**config.mk**
```make
export PLATFORM = sky130hd
export DESIGN_NAME = dhc_drive_head_control
export DESIGN_NICKNAME = d
export VERILOG_FILES = /design/src/dhc_pkg.sv /design/src/dhc_drive_head_control.sv /design/src/dhc_head_decode.sv
export VERILOG_INCLUDE_DIRS = /design/src /design/src/src
export SDC_FILE = /design/constraint.sdc
export NUM_CORES = 1
export LEC_CHECK = 0
export ABC_AREA = 1
export BUFFER_PORTS_ARGS = -buffer_cell sky130_fd_sc_hd__buf_4
export CAP_MARGIN = 20
export CORE_UTILIZATION = 50
export CTS_BUF_LIST = sky130_fd_sc_hd__clkbuf_8
export DETAILED_ROUTE_END_ITERATION = 16
export PLACE_DENSITY = 0.67
export REMOVE_ABC_BUFFERS = 1
export SETUP_SLACK_MARGIN = 0.15
export SYNTH_ARGS = -nofsm -noshare
export SYNTH_HDL_FRONTEND = slang
export SYNTH_SLANG_ARGS = --single-unit
```
**constraint.sdc**
```tcl
create_clock -name clock -period 3.54 [get_ports clock]
set_input_delay 0.708 -clock clock [delete_from_list [all_inputs] [get_ports clock]]
set_output_delay 0.708 -clock clock [all_outputs]
set_load 0.02 [all_outputs]
```
**src/dhc_defines.svh**
```systemverilog
`ifndef DHC_DEFINES_SVH
`define DHC_DEFINES_SVH

// clock period in picoseconds (125 MHz)
`define DHC_CLK_PERIOD_PS 8000
// revolution period in nanoseconds
`define DHC_REV_PERIOD_NS 16670000
// revolution period in clock cycles, rounded down; the period is scaled
// by ten and the clock by a hundredth so the product fits in 32 bits
`define DHC_REV_CYCLES \
    ((`DHC_REV_PERIOD_NS * 10) / (`DHC_CLK_PERIOD_PS / 100))
// width of the revolution mark pulse in nanoseconds
`define DHC_MARK_WIDTH_NS 1000
`define DHC_MARK_CYCLES \
    (((`DHC_MARK_WIDTH_NS * 1000) + `DHC_CLK_PERIOD_PS - 1) \
    / `DHC_CLK_PERIOD_PS)
// settle time after the last step, nanoseconds
`define DHC_SETTLE_NS 2000
`define DHC_SETTLE_CYCLES \
    (((`DHC_SETTLE_NS * 1000) + `DHC_CLK_PERIOD_PS - 1) \
    / `DHC_CLK_PERIOD_PS)
// highest head number and chip enable split
`define DHC_MAX_HEAD 4'h6
`define DHC_LOW_GROUP_LAST 4'h3
// outermost cylinder
`define DHC_OUTER_CYL 11'h000
`define DHC_CYL_W 11

`endif

```
**src/dhc_pkg.sv**
```systemverilog
package dhc_pkg;

    // seek engine states
    typedef enum logic [1:0] {
        DHC_IDLE = 2'b00,
        DHC_SETTLE = 2'b01
    } dhc_seek_t;

    // signals toward the preamplifier ICs
    typedef struct packed {
        logic enableLow_n;
        logic enableHigh_n;
        logic headBitA;
        logic headBitB;
    } dhc_preamp_t;

endpackage

```
**src/dhc_drive_head_control.sv**
```systemverilog
`timescale 1ns/1ps
`include "dhc_defines.svh"
// Functional notes
// direction high at step means outward, low means inward
// control lines act only while unit select is low
// head number is binary active low; all inactive selects head 0
// one active-low revolution mark per 16.67 ms revolution
// two binary head bits shared by both preamp ICs
// two active-low chip enables, at most one asserted
// each step pulse moves heads exactly one track; a step against either end stop leaves the cylinder unchanged but still restarts the settle timer
// first enable for heads 0 to 3, second for heads 4 to 6
// outer cylinder flag low while at cylinder 0; reset sets it high until the first clock after reset
// settle done low once heads settled on final track

module dhc_drive_head_control
    import dhc_pkg::*;
#(
    parameter int REV_CYCLES = `DHC_REV_CYCLES, // cycles per revolution
    parameter int CYL_COUNT = 1024 // number of cylinders
) (
    input wire logic clock, // 125 MHz clock
    input wire logic resetn, // async reset, active low
    input wire logic unit_select_n, // drive select, active low
    input wire logic step_n, // step pulse, active low
    input wire logic direction_n, // low = inward
    input wire logic head_number_bit0_n, // head number bit 0, active low
    input wire logic head_number_bit1_n, // head number bit 1, active low
    input wire logic head_number_bit2_n, // head number bit 2, active low
    input wire logic head_number_bit3_n, // head number bit 3, active low
    output logic preamp_head_bit_a, // head bit within ic
    output logic preamp_head_bit_b, // head bit within ic
    output logic preamp_enable_low_heads_n, // ic enable heads 0-3
    output logic preamp_enable_high_heads_n, // ic enable heads 4-6
    output logic revolution_mark_n, // index pulse, active low
    output logic outer_cylinder_flag_n, // track zero, active low
    output logic settle_done_n, // seek complete, active low
    output logic [`DHC_CYL_W-1:0] cylinder // current cylinder
);

    localparam int SETTLE_CYCLES = `DHC_SETTLE_CYCLES;
    localparam int MARK_CYCLES = `DHC_MARK_CYCLES;
    localparam logic [`DHC_CYL_W-1:0] LAST_CYL =
        `DHC_CYL_W'(CYL_COUNT - 1);

    ////////////////////////////////////////////////////////////////////////
    // shared arithmetic

    // true once a counter has reached the last value of its span; both
    // the settle timer and the revolution counter end this way
    function automatic logic reachedLast(
        input logic [31:0] count,
        input int span
    );
        return count >= 32'(span - 1);
    endfunction

    // one track toward the centre or toward the rim; a step against
    // either end stop is swallowed, since the actuator has nowhere to go
    function automatic logic [`DHC_CYL_W-1:0] stepTarget(
        input logic [`DHC_CYL_W-1:0] from,
        input logic outward,
        input logic [`DHC_CYL_W-1:0] lastCyl
    );
        logic [`DHC_CYL_W-1:0] target;
        target = from;
        if (outward) begin
            if (from != `DHC_OUTER_CYL) begin
                target = from - 1'b1;
            end
        end else if (from != lastCyl) begin
            target = from + 1'b1;
        end
        return target;
    endfunction

    ////////////////////////////////////////////////////////////////////////
    // head selection

    logic [3:0] headNumber;
    logic [3:0] heldHead;
    logic [3:0] next_heldHead;
    dhc_preamp_t decoded;

    // inverting active-low lines makes all-inactive read as head 0
    assign headNumber = {~head_number_bit3_n, ~head_number_bit2_n,
                         ~head_number_bit1_n, ~head_number_bit0_n};

    // a deselected drive keeps its last head
    always_comb begin
        next_heldHead = heldHead;
        if (!unit_select_n) begin
            next_heldHead = headNumber;
        end
    end

    always_ff @(posedge clock or negedge resetn) begin
        if (!resetn) begin
            heldHead <= 4'h0;
        end else begin
            heldHead <= next_heldHead;
        end
    end

    dhc_head_decode headDecode (
        .headNumber(next_heldHead),
        .preamp(decoded)
    );

    // outputs registered so the preamp lines never glitch
    always_ff @(posedge clock or negedge resetn) begin
        if (!resetn) begin
            preamp_head_bit_a <= 1'b0;
            preamp_head_bit_b <= 1'b0;
            preamp_enable_low_heads_n <= 1'b0;
            preamp_enable_high_heads_n <= 1'b1;
        end else begin
            preamp_head_bit_a <= decoded.headBitA;
            preamp_head_bit_b <= decoded.headBitB;
            preamp_enable_low_heads_n <= decoded.enableLow_n;
            preamp_enable_high_heads_n <= decoded.enableHigh_n;
        end
    end

    ////////////////////////////////////////////////////////////////////////
    // step handling and cylinder position

    logic stepPrev;
    logic stepEdge;
    dhc_seek_t seekState;
    dhc_seek_t next_seekState;
    logic [`DHC_CYL_W-1:0] next_cylinder;
    logic [31:0] settleCount;
    logic [31:0] next_settleCount;
    logic next_settleDone_n;
    logic next_outerFlag_n;

    // falling edge of step counted only while selected
    assign stepEdge = stepPrev && !step_n && !unit_select_n;

    // move one track per step, clamped at both ends; restart settle timer
    always_comb begin
        next_cylinder = cylinder;
        next_seekState = seekState;
        next_settleCount = settleCount;
        next_settleDone_n = settle_done_n;
        if (stepEdge) begin
            // direction is taken at the step edge, not when settled
            next_cylinder =
                stepTarget(cylinder, direction_n, LAST_CYL);
            next_seekState = DHC_SETTLE;
            next_settleCount = 32'h0;
            next_settleDone_n = 1'b1;
        end else begin
            unique case (seekState)
                DHC_IDLE: begin
                    next_settleDone_n = 1'b0;
                end
                DHC_SETTLE: begin
                    // waits for settle time after the last step
                    if (reachedLast(settleCount, SETTLE_CYCLES)) begin
                        next_seekState = DHC_IDLE;
                        next_settleDone_n = 1'b0;
                    end else begin
                        next_settleCount = settleCount + 32'h1;
                    end
                end
                default: begin
                    next_seekState = DHC_IDLE;
                end
            endcase
        end
        // flag follows the new position so both change on one edge
        next_outerFlag_n = (next_cylinder != `DHC_OUTER_CYL);
    end

    always_ff @(posedge clock or negedge resetn) begin
        if (!resetn) begin
            stepPrev <= 1'b1;
            seekState <= DHC_IDLE;
            cylinder <= `DHC_OUTER_CYL;
            settleCount <= 32'h0;
            settle_done_n <= 1'b1;
            outer_cylinder_flag_n <= 1'b1;
        end else begin
            stepPrev <= step_n;
            seekState <= next_seekState;
            cylinder <= next_cylinder;
            settleCount <= next_settleCount;
            settle_done_n <= next_settleDone_n;
            outer_cylinder_flag_n <= next_outerFlag_n;
        end
    end

    ////////////////////////////////////////////////////////////////////////
    // revolution mark generator

    logic [31:0] revCount;
    logic [31:0] next_revCount;
    logic next_mark_n;

    // free-running count; mark low for the first cycles of each turn
    always_comb begin
        if (reachedLast(revCount, REV_CYCLES)) begin
            next_revCount = 32'h0;
        end else begin
            next_revCount = revCount + 32'h1;
        end
        next_mark_n = !(next_revCount < 32'(MARK_CYCLES));
    end

    always_ff @(posedge clock or negedge resetn) begin
        if (!resetn) begin
            // start on the last count so the first mark is full width
            revCount <= 32'(REV_CYCLES - 1);
            revolution_mark_n <= 1'b1;
        end else begin
            revCount <= next_revCount;
            revolution_mark_n <= next_mark_n;
        end
    end

endmodule

```
**src/dhc_head_decode.sv**
```systemverilog
`timescale 1ns/1ps
`include "dhc_defines.svh"

module dhc_head_decode
    import dhc_pkg::*;
(
    input wire logic [3:0] headNumber, // binary head number, active high
    output dhc_preamp_t preamp // decoded preamp controls
);

    // split head number into ic enable and head within ic
    always_comb begin
        preamp.headBitA = headNumber[0];
        preamp.headBitB = headNumber[1];
        preamp.enableLow_n = 1'b1;
        preamp.enableHigh_n = 1'b1;
        // invalid heads enable neither ic
        if (headNumber <= `DHC_LOW_GROUP_LAST) begin
            preamp.enableLow_n = 1'b0;
        end else if (headNumber <= `DHC_MAX_HEAD) begin
            preamp.enableHigh_n = 1'b0;
        end
    end

endmodule

```
==> results.yml, run 1 <==
yosys:
  synth_area_leader_cell: "dfrtp_1"
  synth-async-reset-ratio_pct: 100
  synthCells: 592
  synth.area.mux_share_pct: 0
  synth.most_common_cell: "nand2_1"
  synthSimpleGateAreaFrac_pct: 34.8
  synthXorXnorAreaFrac_pct: 3.29
  synth-compound-area-share_pct: 5.01
  synthesis.area_sq_um: 4800
  synth.top_cells.by_area: "dfrtp_1 (35%), dfstp_2 (10%), nand2_1 (9.9%)"
  ys_seq_elements: 86
  synthTopCellsByCount: "nand2_1 (127), nor2_1 (83), inv_1 (81)"
  synth_enable_flop_cells: 0
  ys_seq_area_share_pct: 45.4
  synth_top_family_by_area: "simple AND/OR/NAND/NOR gates"
  ys.flop_type: "dfrtp_1"
  avgSynthCellArea_sq_um: 8.10
  ys_types: 43
  yosys_warnings: 0
  synth_fa_ha_area_share_pct: 2.35
  yosysTopAreaCellShare_pct: 35.0
route:
  vias_per_cell: 5.00
  wirelength_um: 9510
  drc: 0
  firstDrtPassIters: 5
  avgRoutedWirePerCell_um: 12.5
  drt_iter0_drc: 178
  ant_nets: 0
  routed-via-count: 3803
flow_run:
  max_cap_viol_count: 0
timing:
  finalHoldViolations: 0
  skew_ns: 0.0181
  worstMarginPinSlew_ns: 0.668
  slew_viol_final: 0
  rsz0062_at_grt: "false"
  period_share_pct: 64.2
  holdWs_ns: 0.187
  final.setup.tns_ns: 0
  relSlewSlack_pct: 55.4
  max_freq_ghz: 0.440
  setup_violations: 0
  min_period_ns: 2.27
power_and_ir_drop:
  p_leak_uw: 0.00254
  ir_drop_uv: 280
  power.density_nw_per_um2: 486
critical_path:
  reg2reg_setup_slack_ns: 1.27
  cp-end-kind: "flip-flop"
  worst-setup-path-type: "reg -> reg"
  cpMostUsedCell: "nand2_1"
  crit_required_ns: 3.81
  path_cells: "inv_1 > ha_1 > nand2_1 > nand2_1 > nand2_1 > nand3_1 > nand3_2 > a21boi_4 > inv_2 > nor2_1 > nor2_1 > nand3_1"
  slowest_delay_ns: 0.60
  cp_max_fo: 21
  crit_buf_inv: 2
  cp-start-kind: "flip-flop"
  worstPathArrival_ns: 2.54
  cpLargestDelayFamily: "simple AND/OR/NAND/NOR gates"
  cp_slowest_cell: "dfstp_2"
floorplan:
  core_area_sq_um: 9280
  die-width_um: 99.9
  rows: 35
  initial_core_util_pct: 51.7
  io_pins: 27
  fp.dieH_um: 99.9
  dieArea_sq_um: 9990
clock_network:
  root_buffer: "clkbuf_8"
  clockBufferDepth: 2
  postCtsSetupBuffers: 0
  numClockSinks: 86
  postCtsResizedCells: 0
  htree_num_levels: 3
  cts_buffers: 9
  clkLatencyLatePin_ns: 0.36
  clk_pin_slew_ns: 0.07
  cts-hold-fix-buffers: 0
  cts_tree: "built"
layout:
  syn2layout_area_growth_pct: 10.5
  multi_input_area_sq_um: 2220
  drive_gt1_share_pct: 19.1
  register_area_sq_um: 2180
  diodes: 0
  n_fill_cell: 873
  fin_nets: 645
placement:
  place_congestion: 0.884
  dp_hpwl_um: 6970
  port_buffers: 26
global_routing:
  grt_pass1_wl_um: 16500
  gr-total-overflow: 0
  grt_pass1_vias: 3657
  grt_max_degree: 87
  grt.total_usage_pct: 20.9
  antenna_found_initial: 0
status:
  outcome: "completed"
min_path:
  min_path_type: "in -> async"
[metal layers]
metal | global-route usage (%) | vias to the layer above | routed length, um
met4 | 7.92 | 0 | 178
li1 | - | 1920 | -
met1 | 27.1 | 1802 | 4440
met2 | 34.9 | 66 | 4560
met5 | 0 | - | 0
met3 | 3.90 | 15 | 329
[cell usage in the layout, fill, tap and decap left out, types with 5 or more instances in the layout]
cell,synthesis,final
clkbuf_8,0,9
o21ai_1,6,6
dfstp_2,19,19
inv_2,5,5
ha_1,9,9
o21ai_0,11,11
conb_1,1,11
nor2_1,83,83
nor2_2,7,7
nand2_1,127,127
nor4_1,7,7
nand2_2,16,16
a21oi_1,13,13
buf_4,1,26
nor3_1,9,9
nand4_1,19,19
xor2_1,17,17
nor2_4,13,13
dfrtp_1,67,67
inv_1,81,84
nand3_1,39,39
nand3_2,10,10
[path summary, 6_finish.rpt]
path / start / endpoint / cells past startpoint
setup reg to reg: revCount[0] / revolution_mark_n / 12
hold / removal: resetn / revCount[3] / 1
min in group clock: settle_done_n / settle_done_n / 2
setup / recovery: revCount[0] / revolution_mark_n / 12
max in group asynchronous: resetn / preamp_enable_high_heads_n / 2
hold reg to reg: settle_done_n / settle_done_n / 2
[layout make-up]
type	count	area share, %
Timing Repair Buffer	27	4.20
Multi-Input combinational cell	415	41.9
Inverter	88	6.26
Clock buffer	9	2.34
Sequential cell	86	41.1
Tap cell	129	3.05
Clock inverter	7	1.18
[kinds of logic after synthesis]
kind of cell / Yosys count
AOI/OAI and AO/OA: 40
xor gates and xnor gates: 18
adders and majority gates: 9
buffers and inverters: 101
DFF: 86
other: 1
and+or+nand+nor: 337
[worst register-to-register path, delay by kind of cell, from the launching register on]
kind                     cells  cell delay (ns)
AO/OA/AOI/OAI                1             0.08
adder cells (fa/ha/maj)      1             0.19
buffers and inverters        2             0.60
flip-flops                   1             0.60
AND/OR/NAND/NOR              8             0.75
[through the flow]
stage / power (uW) / worst slack (ns) / util [%] / area, sq um / std cells
4_1_cts: 2600 / 1.26 / 56.8 / 5270 / 760
5_1_grt: 2740 / 1.08 / 57.1 / 5300 / 761
6_report: 2570 / 1.27 / 57.1 / 5300 / 761
3_5_place_dp: 1940 / 1.06 / 54.8 / 5090 / 744
2_1_floorplan: 1700 / 1.55 / - / 4730 / 589
3_3_place_gp: 1930 / 1.07 / 54.8 / 5090 / 744
[power breakdown]
part | switching [uW] | internal [uW] | total, uW
registers | 160 | 1070 | 1230
clock network | 328 | 319 | 647
logic | 432 | 264 | 696
[registers in the layout, indices dropped and copies added, names as in the netlist]
name                        cells
stepPrev                        1
seekState                       1
settle_done_n                   1
revolution_mark_n               1
revCount                       32
heldHead                        4
cylinder                       11
preamp_enable_low_heads_n       1
outer_cylinder_flag_n           1
preamp_enable_high_heads_n      1
settleCount                    32
Power figures use the tool's default switching activity.
==> inputs of run 2 (changes only) <==
Settings changed: PLACE_DENSITY 0.67 to 0.7.
Clock period 3.54 ns to 1.84 ns, I/O delays scaled along.
==> run 2 against run 1 <==
  * Sequential power increased by 88%
  * Wire length increased by 17%
  * Combinational power increased to 2.7 times the previous value
  * Sequential share of layout area decreased by 5.1 points
  * Critical path type unchanged
  * Highest routed layer unchanged
==> results.yml, run 2 (synthesis results as in run 1) <==
timing:
  skew_ns: 0.00877
  finalHoldViolations: 0
  max_freq_ghz: 0.547
  min_period_ns: 1.83
  final.setup.tns_ns: 0
  setup_slack_ns: 0.0112
  slew_viol_final: 0
  period_share_pct: 99.4
  setup_violations: 0
  rsz0062_at_grt: "true"
min_path:
  min_path_type: "in -> reg"
layout:
  final_cell_mix: "nand2_1 (114), nor2_1 (74), inv_1 (72)"
  layout.cells.most_common: "nand2_1"
  layout.cells.non_filler: 815
  fin_nets: 699
  fin_area_sq_um: 6080
  reg.largest.list: "revCount x32, settleCount x32, cylinder x11"
  diodes: 0
  drive_gt1_share_pct: 35.4
  n_fill_cell: 760
  syn2layout_area_growth_pct: 26.7
placement:
  place_congestion: 0.906
  post-place-ws_ns: -0.0235
  port_buffers: 26
  dp_hpwl_um: 7580
  dp_cells: 778
  place_area_sq_um: 5350
critical_path:
  slowest_delay_ns: 0.59
  crit_required_ns: 2.11
  crit-reg2reg-launch: "revCount[0]"
  reg2reg_setup_slack_ns: 0.01
  worstPathArrival_ns: 2.10
  worst-setup-path-type: "reg -> reg"
  startpoint: "revCount[0]"
  path_depth: 14
  r2r_end: "revolution_mark_n"
  cpLargestDelayFamily: "simple AND/OR/NAND/NOR gates"
  cp-start-kind: "flip-flop"
  path_cells: "buf_6 > ha_4 > inv_2 > nand2_2 > nand2_2 > nand2_1 > nand3_1 > nand3_2 > a21boi_4 > buf_6 > o21ai_2 > nand2_1 > nor2_1 > nand3_1"
  cp_max_fo: 4
  cp-end-kind: "flip-flop"
  crit_buf_inv: 3
  cp_slowest_cell: "dfstp_2"
  critPathCapture: "revolution_mark_n"
  rr_worst_depth: 14
clock_network:
  clkLatencyLatePin_ns: 0.35
  cts_tree: "built"
  cts_buffers: 9
  root_buffer: "clkbuf_8"
  clockBufferDepth: 2
  clk_pin_slew_ns: 0.09
  numClockSinks: 86
  htree_num_levels: 3
floorplan:
  core_area_sq_um: 9280
  io_pins: 27
  fp.dieH_um: 99.9
  die-width_um: 99.9
  rows: 35
  dieArea_sq_um: 9990
  initial_core_util_pct: 51.7
power_and_ir_drop:
  ir_drop_uv: 780
  p_leak_uw: 0.00281
  total_power_uw: 5490
  power.density_nw_per_um2: 903
route:
  routed-via-count: 4145
  firstDrtPassIters: 4
  vias_per_cell: 5.09
  drt_iter0_drc: 199
  wirelength_um: 11100
  drc: 0
  avgRoutedWirePerCell_um: 13.6
  ant_nets: 0
global_routing:
  grt_pass1_wl_um: 17900
  antenna_found_initial: 0
  grt_pass1_vias: 4002
  grt.total_usage_pct: 22.6
  gr-total-overflow: 0
  grt_max_degree: 43
flow_run:
  max_cap_viol_count: 0
status:
  outcome: "completed"
[run 2: changes by cell type in the layout (fill, tap and decap cells not counted), moves of 5 or more]
cell / delta
inv_1: -12
dfrtp_2: +7
dfrtp_1: -7
buf_4: +44
nand2_2: +9
inv_2: +8
nand2_1: -13
ha_1: -5
nor2_1: -9
nand3_4: +6
a21oi_1: -5
nor2_4: +6
buf_6: +8
nand3_1: -9
[run 2: how the worst min path moves through the flow]
stage / start / to / depth (start not counted)
CTS: step_n / stepPrev / 1
global route: step_n / stepPrev / 1
detailed placement: resetn / revCount[13] / 1
global placement: resetn / revCount[13] / 1
floorplan: resetn / cylinder[0] / 0
finish: step_n / stepPrev / 1
[run 2: per-layer routing]
metal | global-route usage [%] | vias to the layer above | wire (um)
li1 | - | 2033 | -
met1 | 27.1 | 1975 | 4690
met2 | 40.5 | 110 | 5690
met3 | 4.60 | 27 | 455
met4 | 7.81 | 0 | 264
met5 | 0 | - | 0
[run 2: what timing repair did]
item                                   4_1_cts  5_1_grt
buffers inserted                            10       10
resized for setup                           37       65
setup endpoints to repair                   32       41
endpoints found under the hold margin       18        0
pin swaps                                   13       32
hold buffers                                 1        0
[run 2: layout make-up]
cell class	count	area, sq um	share of cell area [%]
tap	129	161	2.66
sequential	86	2180	35.9
timing repair buffer	81	661	10.9
multi-input combinational	415	2540	41.9
clock inverter	5	40.0	0.659
inverter	88	334	5.50
clock buffer	11	151	2.49
[run 2: per-stage QoR]
step / utilization [%] / hold WS (ns)
3_5_place_dp: 57.7 / 0.303
2_1_floorplan: - / 0.0724
3_3_place_gp: 57.7 / 0.301
6_report: 65.5 / 0.135
5_1_grt: 65.5 / 0.111
4_1_cts: 62.2 / 0.122
[run 2: report_power, final]
group	internal, uW	switching, uW	total (uW)
Clock	575	706	1280
Combinational	810	1090	1900
Sequential	2070	241	2310
Total	3460	2030	5490
